$ cat src/common/gpcer_pkg.sv
// Constants for the per-pin configuration and event-routing block.
// Assumes a byte-addressed Avalon-MM slave port with 32-bit data.
package gpcer_pkg;

  // ****************************************************************
  // Geometry
  // ****************************************************************
  localparam int NUM_PORTS = 5;
  localparam int PINS_PER_PORT = 8;
  localparam int NUM_PINS = NUM_PORTS * PINS_PER_PORT;
  localparam logic [4:0] EVENT_PORT_MASK = 5'h13;

  // ****************************************************************
  // Register indices (byte address is four times the index)
  // ****************************************************************
  localparam logic [7:0] IDX_PIN_SELECT = 8'hF0;
  localparam logic [7:0] IDX_PIN_CONFIGURATION = 8'hF1;
  localparam logic [7:0] IDX_PIN_EVENT_ROUTING = 8'hF2;
  localparam logic [7:0] IDX_PIN_LEVEL = 8'hF3;
  localparam logic [7:0] IDX_IRQ_STATUS = 8'hF4;
  localparam logic [7:0] IDX_IRQ_MASK = 8'hF5;

  // ****************************************************************
  // Field positions
  // ****************************************************************
  localparam int SEL_PORT_LSB = 4;
  localparam int SEL_PIN_LSB = 0;
  localparam int CFG_OUT_EN = 0;
  localparam int CFG_PUSH_PULL = 1;
  localparam int CFG_PULLUP = 2;
  localparam int CFG_LOCK = 3;
  localparam int RT_HOST_IRQ = 0;
  localparam int RT_SMI = 1;
  localparam int RT_WAKEUP = 2;
  localparam int LVL_OUT_VALUE = 0;
  localparam int LVL_IN_VALUE = 1;
  localparam int ST_HOST_IRQ = 0;
  localparam int ST_SMI = 1;
  localparam int ST_WAKEUP = 2;
  localparam int ST_LOCK_VIOL = 3;

  // ****************************************************************
  // Field masks and reset values
  // ****************************************************************
  localparam logic [7:0] SEL_WRITE_MASK = 8'h77;
  localparam logic [7:0] CFG_FROZEN_MASK = 8'h07;
  localparam logic [7:0] CFG_EVENT_MASK = 8'h70;
  localparam logic [7:0] CFG_PLAIN_MASK = 8'h0F;
  localparam logic [7:0] CFG_RESET_EVENT = 8'h44;
  localparam logic [7:0] CFG_RESET_PLAIN = 8'h04;
  localparam logic [7:0] SEL_RESET = 8'h00;
  localparam logic [2:0] ROUTE_RESET = 3'h0;
  localparam logic [3:0] IRQ_RESET = 4'h0;

endpackage

$ cat src/hw/gpcer_top.sv
// Per-pin GPIO configuration, lock and event routing behind an Avalon-MM slave.
// Assumes event pulses come from detection logic on sys_clk_i, and pin
// levels arrive asynchronously from the pads.
//
// Chosen here: the Avalon-MM interface to the registers.

module gpcer_top #(
  parameter int NUM_PINS = gpcer_pkg::NUM_PINS
) (
  input wire logic sys_clk_i,
  input wire logic reset_n_i,
  input wire logic [9:0] avs_address_i,
  input wire logic avs_read_i,
  input wire logic avs_write_i,
  input wire logic [31:0] avs_writedata_i,
  input wire logic [3:0] avs_byteenable_i,
  output logic [31:0] avs_readdata_o,
  output logic avs_waitrequest_o,
  input wire logic [NUM_PINS-1:0] pin_in_i,
  input wire logic [NUM_PINS-1:0] pin_event_i,
  output logic [NUM_PINS-1:0] pin_out_o,
  output logic [NUM_PINS-1:0] pin_oe_n_o,
  output logic [NUM_PINS-1:0] pullup_en_o,
  output logic host_irq_o,
  output logic system_management_interrupt_o,
  output logic power_wakeup_request_o,
  output logic irq_o
);

  // ****************************************************************
  // State
  // ****************************************************************
  typedef struct packed {
    logic [7:0] sel;
    logic [NUM_PINS-1:0][7:0] cfg;
    logic [NUM_PINS-1:0][2:0] route;
    logic [NUM_PINS-1:0] out_val;
    logic [NUM_PINS-1:0] sync1;
    logic [NUM_PINS-1:0] sync2;
    logic [3:0] status;
    logic [3:0] mask;
    logic ack;
    logic [31:0] rdata;
    logic host_irq;
    logic system_management_interrupt;
    logic wakeup;
  } gpcer_state_t;

  gpcer_state_t state_q;
  gpcer_state_t state_d;

  // ****************************************************************
  // Helpers
  // ****************************************************************
  function automatic logic gpcer_is_event_pin(input int unsigned pin);
    gpcer_is_event_pin = gpcer_pkg::EVENT_PORT_MASK[pin / gpcer_pkg::PINS_PER_PORT];
  endfunction

  function automatic logic [7:0] gpcer_cfg_reset(input int unsigned pin);
    gpcer_cfg_reset = gpcer_is_event_pin(pin) ? gpcer_pkg::CFG_RESET_EVENT : gpcer_pkg::CFG_RESET_PLAIN;
  endfunction

  function automatic gpcer_state_t gpcer_reset_state();
    gpcer_state_t s;
    s = '0;
    s.sel = gpcer_pkg::SEL_RESET;
    for (int i = 0; i < NUM_PINS; i++) begin
      s.cfg[i] = gpcer_cfg_reset(i);
      s.route[i] = gpcer_pkg::ROUTE_RESET;
    end
    s.status = gpcer_pkg::IRQ_RESET;
    s.mask = gpcer_pkg::IRQ_RESET;
    gpcer_reset_state = s;
  endfunction

  // ****************************************************************
  // Decode of the selector and bus request
  // ****************************************************************
  logic [2:0] sel_port;
  logic [2:0] sel_pin;
  logic [5:0] sel_idx;
  logic sel_valid;
  logic sel_event;
  logic [7:0] reg_idx;
  logic bus_req;
  logic bus_take;
  logic wr_take;
  logic [NUM_PINS-1:0] routed_host;
  logic [NUM_PINS-1:0] routed_smi;
  logic [NUM_PINS-1:0] routed_wake;

  assign sel_port = state_q.sel[gpcer_pkg::SEL_PORT_LSB +: 3];
  assign sel_pin = state_q.sel[gpcer_pkg::SEL_PIN_LSB +: 3];
  assign sel_idx = {sel_port, sel_pin};
  // Reserved port codes select nothing: reads give zero, writes drop
  assign sel_valid = (int'(sel_idx) < NUM_PINS);
  assign sel_event = sel_valid && gpcer_is_event_pin(int'(sel_idx));
  assign reg_idx = avs_address_i[9:2];
  assign bus_req = avs_read_i | avs_write_i;
  assign bus_take = bus_req & state_q.ack;
  assign wr_take = bus_take & avs_write_i & avs_byteenable_i[0];

  // Fixed one-cycle wait: read data is registered and ready when waitrequest drops
  assign avs_waitrequest_o = bus_req & ~state_q.ack;
  assign avs_readdata_o = state_q.rdata;

  // ****************************************************************
  // Per-pin routing and pad controls
  // ****************************************************************
  for (genvar g = 0; g < NUM_PINS; g++) begin : g_pin
    assign routed_host[g] = pin_event_i[g] & state_q.route[g][gpcer_pkg::RT_HOST_IRQ];
    assign routed_smi[g] = pin_event_i[g] & state_q.route[g][gpcer_pkg::RT_SMI];
    assign routed_wake[g] = pin_event_i[g] & state_q.route[g][gpcer_pkg::RT_WAKEUP];
    // Open-drain only sinks: the driver turns on for a low value
    assign pin_oe_n_o[g] = ~(state_q.cfg[g][gpcer_pkg::CFG_OUT_EN]
      & (state_q.cfg[g][gpcer_pkg::CFG_PUSH_PULL] | ~state_q.out_val[g]));
    assign pullup_en_o[g] = state_q.cfg[g][gpcer_pkg::CFG_PULLUP];
  end

  assign pin_out_o = state_q.out_val;
  assign host_irq_o = state_q.host_irq;
  assign system_management_interrupt_o = state_q.system_management_interrupt;
  assign power_wakeup_request_o = state_q.wakeup;
  assign irq_o = |(state_q.status & state_q.mask);

  // ****************************************************************
  // Next state
  // ****************************************************************
  always_comb begin
    logic [7:0] wdata;
    logic [7:0] cur_cfg;
    logic [7:0] new_cfg;
    logic [7:0] rd;
    logic lock_viol;
    wdata = avs_writedata_i[7:0];
    cur_cfg = sel_valid ? state_q.cfg[sel_idx] : 8'h00;
    new_cfg = cur_cfg;
    rd = 8'h00;
    lock_viol = 1'b0;
    state_d = state_q;

    // Pad inputs are always sampled, whatever the output enable says
    state_d.sync1 = pin_in_i;
    state_d.sync2 = state_q.sync1;

    state_d.host_irq = |routed_host;
    state_d.system_management_interrupt = |routed_smi;
    state_d.wakeup = |routed_wake;

    state_d.ack = bus_req & ~state_q.ack;

    // Read data is captured one cycle ahead of the accepting edge
    unique case (reg_idx)
      gpcer_pkg::IDX_PIN_SELECT: rd = state_q.sel;
      gpcer_pkg::IDX_PIN_CONFIGURATION: rd = cur_cfg;
      gpcer_pkg::IDX_PIN_EVENT_ROUTING: rd = sel_event ? {5'h00, state_q.route[sel_idx]} : 8'h00;
      gpcer_pkg::IDX_PIN_LEVEL: rd = sel_valid ? {6'h00, state_q.sync2[sel_idx], state_q.out_val[sel_idx]} : 8'h00;
      gpcer_pkg::IDX_IRQ_STATUS: rd = {4'h0, state_q.status};
      gpcer_pkg::IDX_IRQ_MASK: rd = {4'h0, state_q.mask};
      default: rd = 8'h00;
    endcase
    if (avs_read_i && !state_q.ack) begin
      state_d.rdata = {24'h000000, rd};
    end

    if (wr_take) begin
      unique case (reg_idx)
        gpcer_pkg::IDX_PIN_SELECT: state_d.sel = wdata & gpcer_pkg::SEL_WRITE_MASK;
        gpcer_pkg::IDX_PIN_CONFIGURATION: begin
          if (sel_valid) begin
            new_cfg = wdata & (sel_event ? (gpcer_pkg::CFG_EVENT_MASK | gpcer_pkg::CFG_PLAIN_MASK)
              : gpcer_pkg::CFG_PLAIN_MASK);
            new_cfg[gpcer_pkg::CFG_LOCK] = new_cfg[gpcer_pkg::CFG_LOCK] | cur_cfg[gpcer_pkg::CFG_LOCK];
            if (cur_cfg[gpcer_pkg::CFG_LOCK]) begin
              lock_viol = |((new_cfg ^ cur_cfg) & gpcer_pkg::CFG_FROZEN_MASK);
              new_cfg = (new_cfg & ~gpcer_pkg::CFG_FROZEN_MASK) | (cur_cfg & gpcer_pkg::CFG_FROZEN_MASK);
            end
            state_d.cfg[sel_idx] = new_cfg;
          end
        end
        gpcer_pkg::IDX_PIN_EVENT_ROUTING: begin
          if (sel_event) begin
            state_d.route[sel_idx] = wdata[2:0];
          end
        end
        gpcer_pkg::IDX_PIN_LEVEL: begin
          if (sel_valid) begin
            if (cur_cfg[gpcer_pkg::CFG_LOCK]) begin
              lock_viol = wdata[gpcer_pkg::LVL_OUT_VALUE] != state_q.out_val[sel_idx];
            end else begin
              state_d.out_val[sel_idx] = wdata[gpcer_pkg::LVL_OUT_VALUE];
            end
          end
        end
        gpcer_pkg::IDX_IRQ_STATUS: state_d.status = state_q.status & ~wdata[3:0];
        gpcer_pkg::IDX_IRQ_MASK: state_d.mask = wdata[3:0];
        default: state_d.status = state_d.status;
      endcase
    end

    // Set after clear so an event in the clearing cycle is kept
    state_d.status[gpcer_pkg::ST_HOST_IRQ] = state_d.status[gpcer_pkg::ST_HOST_IRQ] | (|routed_host);
    state_d.status[gpcer_pkg::ST_SMI] = state_d.status[gpcer_pkg::ST_SMI] | (|routed_smi);
    state_d.status[gpcer_pkg::ST_WAKEUP] = state_d.status[gpcer_pkg::ST_WAKEUP] | (|routed_wake);
    state_d.status[gpcer_pkg::ST_LOCK_VIOL] = state_d.status[gpcer_pkg::ST_LOCK_VIOL] | lock_viol;
  end

  // ****************************************************************
  // Registers
  // ****************************************************************
  always_ff @(posedge sys_clk_i or negedge reset_n_i) begin
    if (!reset_n_i) begin
      state_q <= gpcer_reset_state();
    end else begin
      state_q <= state_d;
    end
  end

endmodule

$ cat config.mk
export PLATFORM = sky130hd
export DESIGN_NAME = gpcer_top
export DESIGN_NICKNAME = d
export VERILOG_FILES = /design/src/common/gpcer_pkg.sv /design/src/hw/gpcer_top.sv
export SDC_FILE = /design/constraint.sdc
export NUM_CORES = 1
export LEC_CHECK = 0
export BUFFER_PORTS_ARGS = -buffer_cell sky130_fd_sc_hd__buf_4
export CAP_MARGIN = 20
export CORE_ASPECT_RATIO = 1.5
export CORE_MARGIN = 1
export CORE_UTILIZATION = 53
export DETAILED_ROUTE_END_ITERATION = 6
export PLACE_DENSITY = 0.77
export SYNTH_ARGS = -nofsm -noshare
export SYNTH_HDL_FRONTEND = slang
export SYNTH_SLANG_ARGS = --single-unit
$ cat constraint.sdc
create_clock -name sys_clk_i -period 2.9 [get_ports sys_clk_i]
set_input_delay 0.58 -clock sys_clk_i [delete_from_list [all_inputs] [get_ports sys_clk_i]]
set_output_delay 0.58 -clock sys_clk_i [all_outputs]
set_load 0.03 [all_outputs]
==> impl_metrics.yaml, run 1 <==
yosys:
  synth_warnings: 0
  synth-main-ff-cell: "dfrtp_1"
  synth_async_sr_flop_share_pct: 100
  synth_cell_types: 68
  syn_area_per_cell_um2: 11.2
  synth-seq-cells: 545
  synth_edf_count: 0
  postSynthCellCount: 2198
  synthesis.area_um2: 24600
  seq_area_frac_synth_pct: 55.7
hold_path:
  hold_path.class: "in2reg"
  hold_depth: 1
floorplan:
  num_rows: 96
  die_w_um: 178
  die_y_um: 266
  initial_utilization_pct: 53.8
  coreArea_um2: 45800
  dieArea_um2: 47400
  ios: 287
placement:
  io_buffers: 231
  gp_congestion: 1.02
  dpl.hpwl_um: 62100
  post-place-ws_ns: -0.380
sta:
  tightest_slew_ns: 1.07
  period_needed_ns: 3.16
  finalHoldViolCount: 0
  relSlewSlack_pct: 28.2
  rsz0062_at_grt: "yes"
  fin_ws_ns: -0.264
  finalMaxSlewViolations: 0
  max_freq_mhz: 316
  min_period_over_period_pct: 109
  fin_skew_ns: 0.0190
  fin_tns_setup_ns: -32.91
  hold_ws_ns: 0.0826
  setup_violations: 201
setup_path:
  worstPathRequired_ns: 3.38
  path_max_fanout: 8
  arrival_ns: 3.64
  cp-end-kind: "register"
  crit_path_start_kind: "register"
  r2r_cells: 9
  critical_path_class: "reg2reg"
drt:
  num_vias: 20099
  drt_iter0_markers: 2183
  drt-vias-per-instance: 6.51
  wirelength_um: 90100
  drc: 2
  ant_nets: 0
  wl_per_cell_um: 29.2
  drt_pass1_iterations: 7
grt:
  grt_pass1_vias: 19788
  use_met3_pct: 5.89
  use_met2_pct: 59.1
  grt_overflow: 0
  use_met1_pct: 43.9
  antenna_found_initial: 2
  grt_pass1_wl_um: 127000
  busiest_layer: "met2"
  grt_max_degree: 67
  grt_usage_pct: 36.7
cells_and_area:
  n_antenna_cell: 0
  layout.nets: 2590
  drive_gt1_share_pct: 40.0
  syn2layout_area_growth_pct: 25.4
clock_tree:
  cts_buffers: 50
  htreeDepth: 2
  clock_tree.buffer_depth: 3
  clock_latency_ns: 0.61
  clock-sinks: 545
  tritoncts: "built"
  cts_root_buffer: "clkbuf_16"
  clkTransAtPathRegs_ns: 0.07
status:
  violations: "design-rule violations, negative setup slack"
  status: "finished, violations left"
power:
  powerDensity_nw_per_um2: 505
  peakVddDrop_mv: 0.543
  p_leak_nw: 14.3
flow_run:
  drv_cap: 0
==> critical path: stages (launching register included) <==
cell and delay (ns):
dfrtp_4 0.54, and2_4 0.20, a221o_1 0.31, a222oi_1 0.45, o22ai_1 0.21, nor4_4 0.25
and3_4 0.41, buf_16 0.20, nand3_2 0.12, mux2_4 0.33
==> worst paths after layout <==
kind / start / endpoint / slack [ns]
min in group asynchronous: reset_n_i / pin_out_o[28]$_DFFE_PN0P_ / 0.51
max in group asynchronous: reset_n_i / pullup_en_o[38]$_DFFE_PN1P_ / 1.46
max reg2reg: sel_idx[2]$_DFFE_PN0P_ / pin_out_o[16]$_DFFE_PN0P_ / -0.26
max: sel_idx[2]$_DFFE_PN0P_ / pin_out_o[16]$_DFFE_PN0P_ / -0.26
min: pin_in_i[10] / state_d[54]$_DFF_PN0_ / 0.08
min reg2reg: state_d[53]$_DFF_PN0_ / state_q[53]$_DFF_PN0_ / 0.35
==> state kept, by name (all words and copies together), names as in the netlist, 6 cells and up <==
register and count:
sel_idx 6, state_d 40, avs_readdata_o 7, pin_out_o 40, state_q 409, pullup_en_o 40
==> power breakdown <==
part	internal, mW	total, mW	switching (mW)
registers	7.67	7.69	0.0231
logic	0.305	0.878	0.572
clock network	3.95	7.03	3.08
==> through the flow <==
step                      power, mW  cell area, µm²  utilization (%)  std cells
after floorplan                8.06           24700                -       2222
after global placement         8.56           27500             60.0       2950
after detailed placement       8.58           27500             60.0       2950
after CTS                      15.5           29800             65.1       3063
after global routing           16.0           30900             67.5       3089
final                          15.6           30900             67.5       3089
==> cells in the final DEF (no fill, tap or decap), drive strengths merged, types with 25 or more instances in the layout <==
master,count
buf,479
a22o,27
a22oi,93
mux2i,40
nand2,271
a221oi,42
inv,45
dfstp,64
o21ai,235
clkbuf,74
a21oi,40
and2,51
nor2,55
conb,25
dfrtp,481
mux2,218
nand3,66
==> synthesized netlist by cell type, types with 24 or more instances <==
| library cell | instances | area (µm²) |
|---|---|---|
| and2_1 | 49 | 307 |
| nor2_1 | 55 | 206 |
| mux2_2 | 178 | 2000 |
| mux2i_1 | 40 | 400 |
| nand2_1 | 271 | 1020 |
| mux2_4 | 24 | 360 |
| dfstp_2 | 64 | 1680 |
| clkbuf_1 | 137 | 514 |
| o21ai_0 | 235 | 1180 |
| nand3_1 | 62 | 310 |
| a22o_1 | 27 | 236 |
| a221oi_1 | 42 | 368 |
| inv_1 | 43 | 161 |
| buf_2 | 36 | 180 |
| a22oi_1 | 93 | 698 |
| buf_4 | 116 | 871 |
| dfrtp_1 | 481 | 12000 |
| a21oi_1 | 40 | 200 |
==> logic make-up after synthesis <==
group	synth area share (%)
DFF	55.7
and+or+nand+nor	9.38
other	0.0152
xor gates and xnor gates	0.142
AOI/OAI and AO/OA	13.4
buffers and inverters	7.51
muxes	13.9
==> metal layers <==
metal	part of all wire (%)	wire (µm)
met3	9.0	8090
met2	48	42800
met5	0.014	13
met1	34	30700
met4	9.5	8550
==> cell type report <==
class,instances,area (µm²)
Fill cell,3283,14900
Sequential cell,545,13700
Multi-Input combinational cell,1328,10100
Timing Repair Buffer,488,4380
Clock buffer,66,1390
Tap cell,588,736
Clock inverter,27,352
Inverter,47,176
==> repair_timing <==
action	CTS	global route
endpoints found under the hold margin	25	0
gates cloned	3	11
pin swaps	26	63
hold buffers	1	0
buffers inserted	18	15
setup endpoints to repair	206	206
gates resized for setup	76	222
Power figures use the tool's default switching activity.
==> run 2: changes to the inputs <==
--- a/config.mk
+++ b/config.mk
@@ -12,6 +12,7 @@
 export CORE_UTILIZATION = 53
 export DETAILED_ROUTE_END_ITERATION = 6
 export PLACE_DENSITY = 0.77
+export REMOVE_ABC_BUFFERS = 1
 export SYNTH_ARGS = -nofsm -noshare
 export SYNTH_HDL_FRONTEND = slang
 export SYNTH_SLANG_ARGS = --single-unit
==> run 2 against run 1 <==
Against the previous run: final area down 0.41%; non-clock buffer count increased by 30; hold slack improved by 0.0088 ns; clock-buffer cell count rose by 2; the run ends with negative setup slack left; sequential power about the same; critical endpoint is now pin_out_o[27]$_DFFE_PN0P_; routed wire length fell by 1.4%; setup slack got worse by 0.048 ns.
==> impl_metrics.yaml, run 2 (synthesis results as in run 1) <==
drt:
  drt_pass1_iterations: 6
  drc: 0
  drt_iter0_markers: 2240
  wl_per_cell_um: 28.5
  wirelength_um: 88900
  ant_nets: 0
  drt-vias-per-instance: 6.35
  num_vias: 19813
clock_tree:
  clock_tree.buffer_depth: 3
  tritoncts: "built"
  cts_root_buffer: "clkbuf_16"
  clkTransAtPathRegs_ns: 0.07
  cts_buffers: 51
  clock-sinks: 545
  clock_latency_ns: 0.60
  htreeDepth: 2
floorplan:
  num_rows: 96
  ios: 287
  initial_utilization_pct: 53.8
  die_w_um: 178
  dieArea_um2: 47400
  die_y_um: 266
  coreArea_um2: 45800
setup_path:
  worstPathRequired_ns: 3.36
  worst-r2r-setup-slack_ns: -0.31
  arrival_ns: 3.68
  path_max_fanout: 6
  crit_path_start_kind: "register"
  timing.rr.start: "sel_idx[2]$_DFFE_PN0P_"
  crit_chain: "buf_6, and2b_2, buf_6, a221oi_2, nor2_1, o21ba_2, nor4_4, buf_4, and3_4, buf_6, buf_6, buf_12, nand3_2, mux2_4"
  worstReg2RegEnd: "pin_out_o[27]$_DFFE_PN0P_"
  r2r_cells: 14
  crit_slowest_cell: "dfrtp_4"
  crit_top_cell: "buf_6"
  cp-end-kind: "register"
  critical_path_class: "reg2reg"
  max_stage_delay_ns: 0.54
grt:
  grt_pass1_wl_um: 128000
  grt_usage_pct: 37.1
  grt_overflow: 0
  antenna_found_initial: 0
  grt_pass1_vias: 20146
  grt_max_degree: 78
cells_and_area:
  syn2layout_area_growth_pct: 24.9
  layout.nets: 2621
  drive_gt1_share_pct: 38.4
  largest_register_ffs: 409
  final_cell_mix: "dfrtp_1, buf_4, nand2_1, o21ai_0, mux2_2"
  design_area_um2: 30800
  top_register: "state_q"
  final_common_cell: "dfrtp_1"
placement:
  gp_congestion: 1.01
  io_buffers: 231
  placed_area_um2: 27700
  dpl.hpwl_um: 62100
  post-place-ws_ns: -0.307
hold_path:
  hold_depth: 1
  hold_start: "pin_in_i[2]"
  hold_path.class: "in2reg"
  hold_end: "state_d[46]$_DFF_PN0_"
sta:
  max_freq_mhz: 311
  finalHoldViolCount: 0
  min_period_over_period_pct: 111
  setup_violations: 204
  fin_ws_ns: -0.312
  relSlewSlack_pct: 42.1
  rsz0062_at_grt: "yes"
  fin_skew_ns: 0.0242
  finalMaxSlewViolations: 0
  period_needed_ns: 3.21
  tightest_slew_ns: 0.857
status:
  violations: "negative setup slack"
  status: "finished, violations left"
power:
  p_leak_nw: 14.2
  powerDensity_nw_per_um2: 516
  peakVddDrop_mv: 0.481
flow_run:
  drv_cap: 0
==> run 2: final cells by class <==
type | count | area (µm²)
fillers | 3312 | 15000
flip-flops and latches | 545 | 13700
multi-input cells | 1328 | 9630
repair buffers | 518 | 4640
clock buffers | 68 | 1490
well taps | 588 | 736
clock inverters | 26 | 374
inverters | 47 | 178
diodes | 1 | 2.50
==> run 2: worst max-delay path, delay by kind of cell (launching register included) <==
kind                   cells  cell delay [ns]
multiplexers               1             0.31
AND/OR/NAND/NOR            5             0.91
flip-flops                 1             0.54
buffers and inverters      6             0.86
AO/OA/AOI/OAI              2             0.46
==> run 2: how the worst max path moves through the flow <==
| stage | from | to | depth (start not counted) |
|---|---|---|---|
| floorplan | sel_idx[2]$_DFFE_PN0P_ | state_q[285]$_DFFE_PN0P_ | 7 |
| detailed placement | sel_idx[2]$_DFFE_PN0P_ | state_q[524]$_DFFE_PN0P_ | 10 |
| global route | sel_idx[2]$_DFFE_PN0P_ | pin_out_o[27]$_DFFE_PN0P_ | 13 |
| CTS | sel_idx[2]$_DFFE_PN0P_ | pin_out_o[27]$_DFFE_PN0P_ | 14 |
| global placement | sel_idx[2]$_DFFE_PN0P_ | state_q[356]$_DFFE_PN0P_ | 10 |
| finish | sel_idx[2]$_DFFE_PN0P_ | pin_out_o[27]$_DFFE_PN0P_ | 14 |
==> run 2: layer usage <==
| layer | vias to the layer above | routed length [µm] | global-route usage, % |
|---|---|---|---|
| met1 | 9838 | 30600 | 43.0 |
| met2 | 1288 | 42300 | 60.4 |
| met4 | 0 | 8650 | 29.0 |
| met3 | 449 | 7360 | 6.54 |
| met5 | - | 0 | 0 |
| li1 | 8238 | - | - |
==> run 2: where the power goes <==
part / internal [mW] / switching [mW]
registers: 7.67 / 0.0235
logic: 0.287 / 0.554
clock network: 4.34 / 3.02
==> run 2: per-stage QoR <==
stage	util, %	TNS (ns)	hold slack (ns)	std cells	power (mW)
global route	67.2	-41.23	0.0789	3120	16.3
floorplan	-	-807.33	0.284	1920	8.00
finish	67.3	-34.82	0.0914	3121	15.9
CTS	65.9	-16.69	0.0789	3099	15.9
detailed placement	60.5	-32.33	0.335	2981	8.57
global placement	60.5	-28.23	0.332	2981	8.56
==> run 2: repair_timing <==
action,4_1_cts,5_1_grt
setup buffers,18,18
resized for setup,72,98
endpoints found under the hold margin,31,0
cloned,6,8
setup endpoints to repair,169,203
pin swaps,12,16
hold buffers,1,0
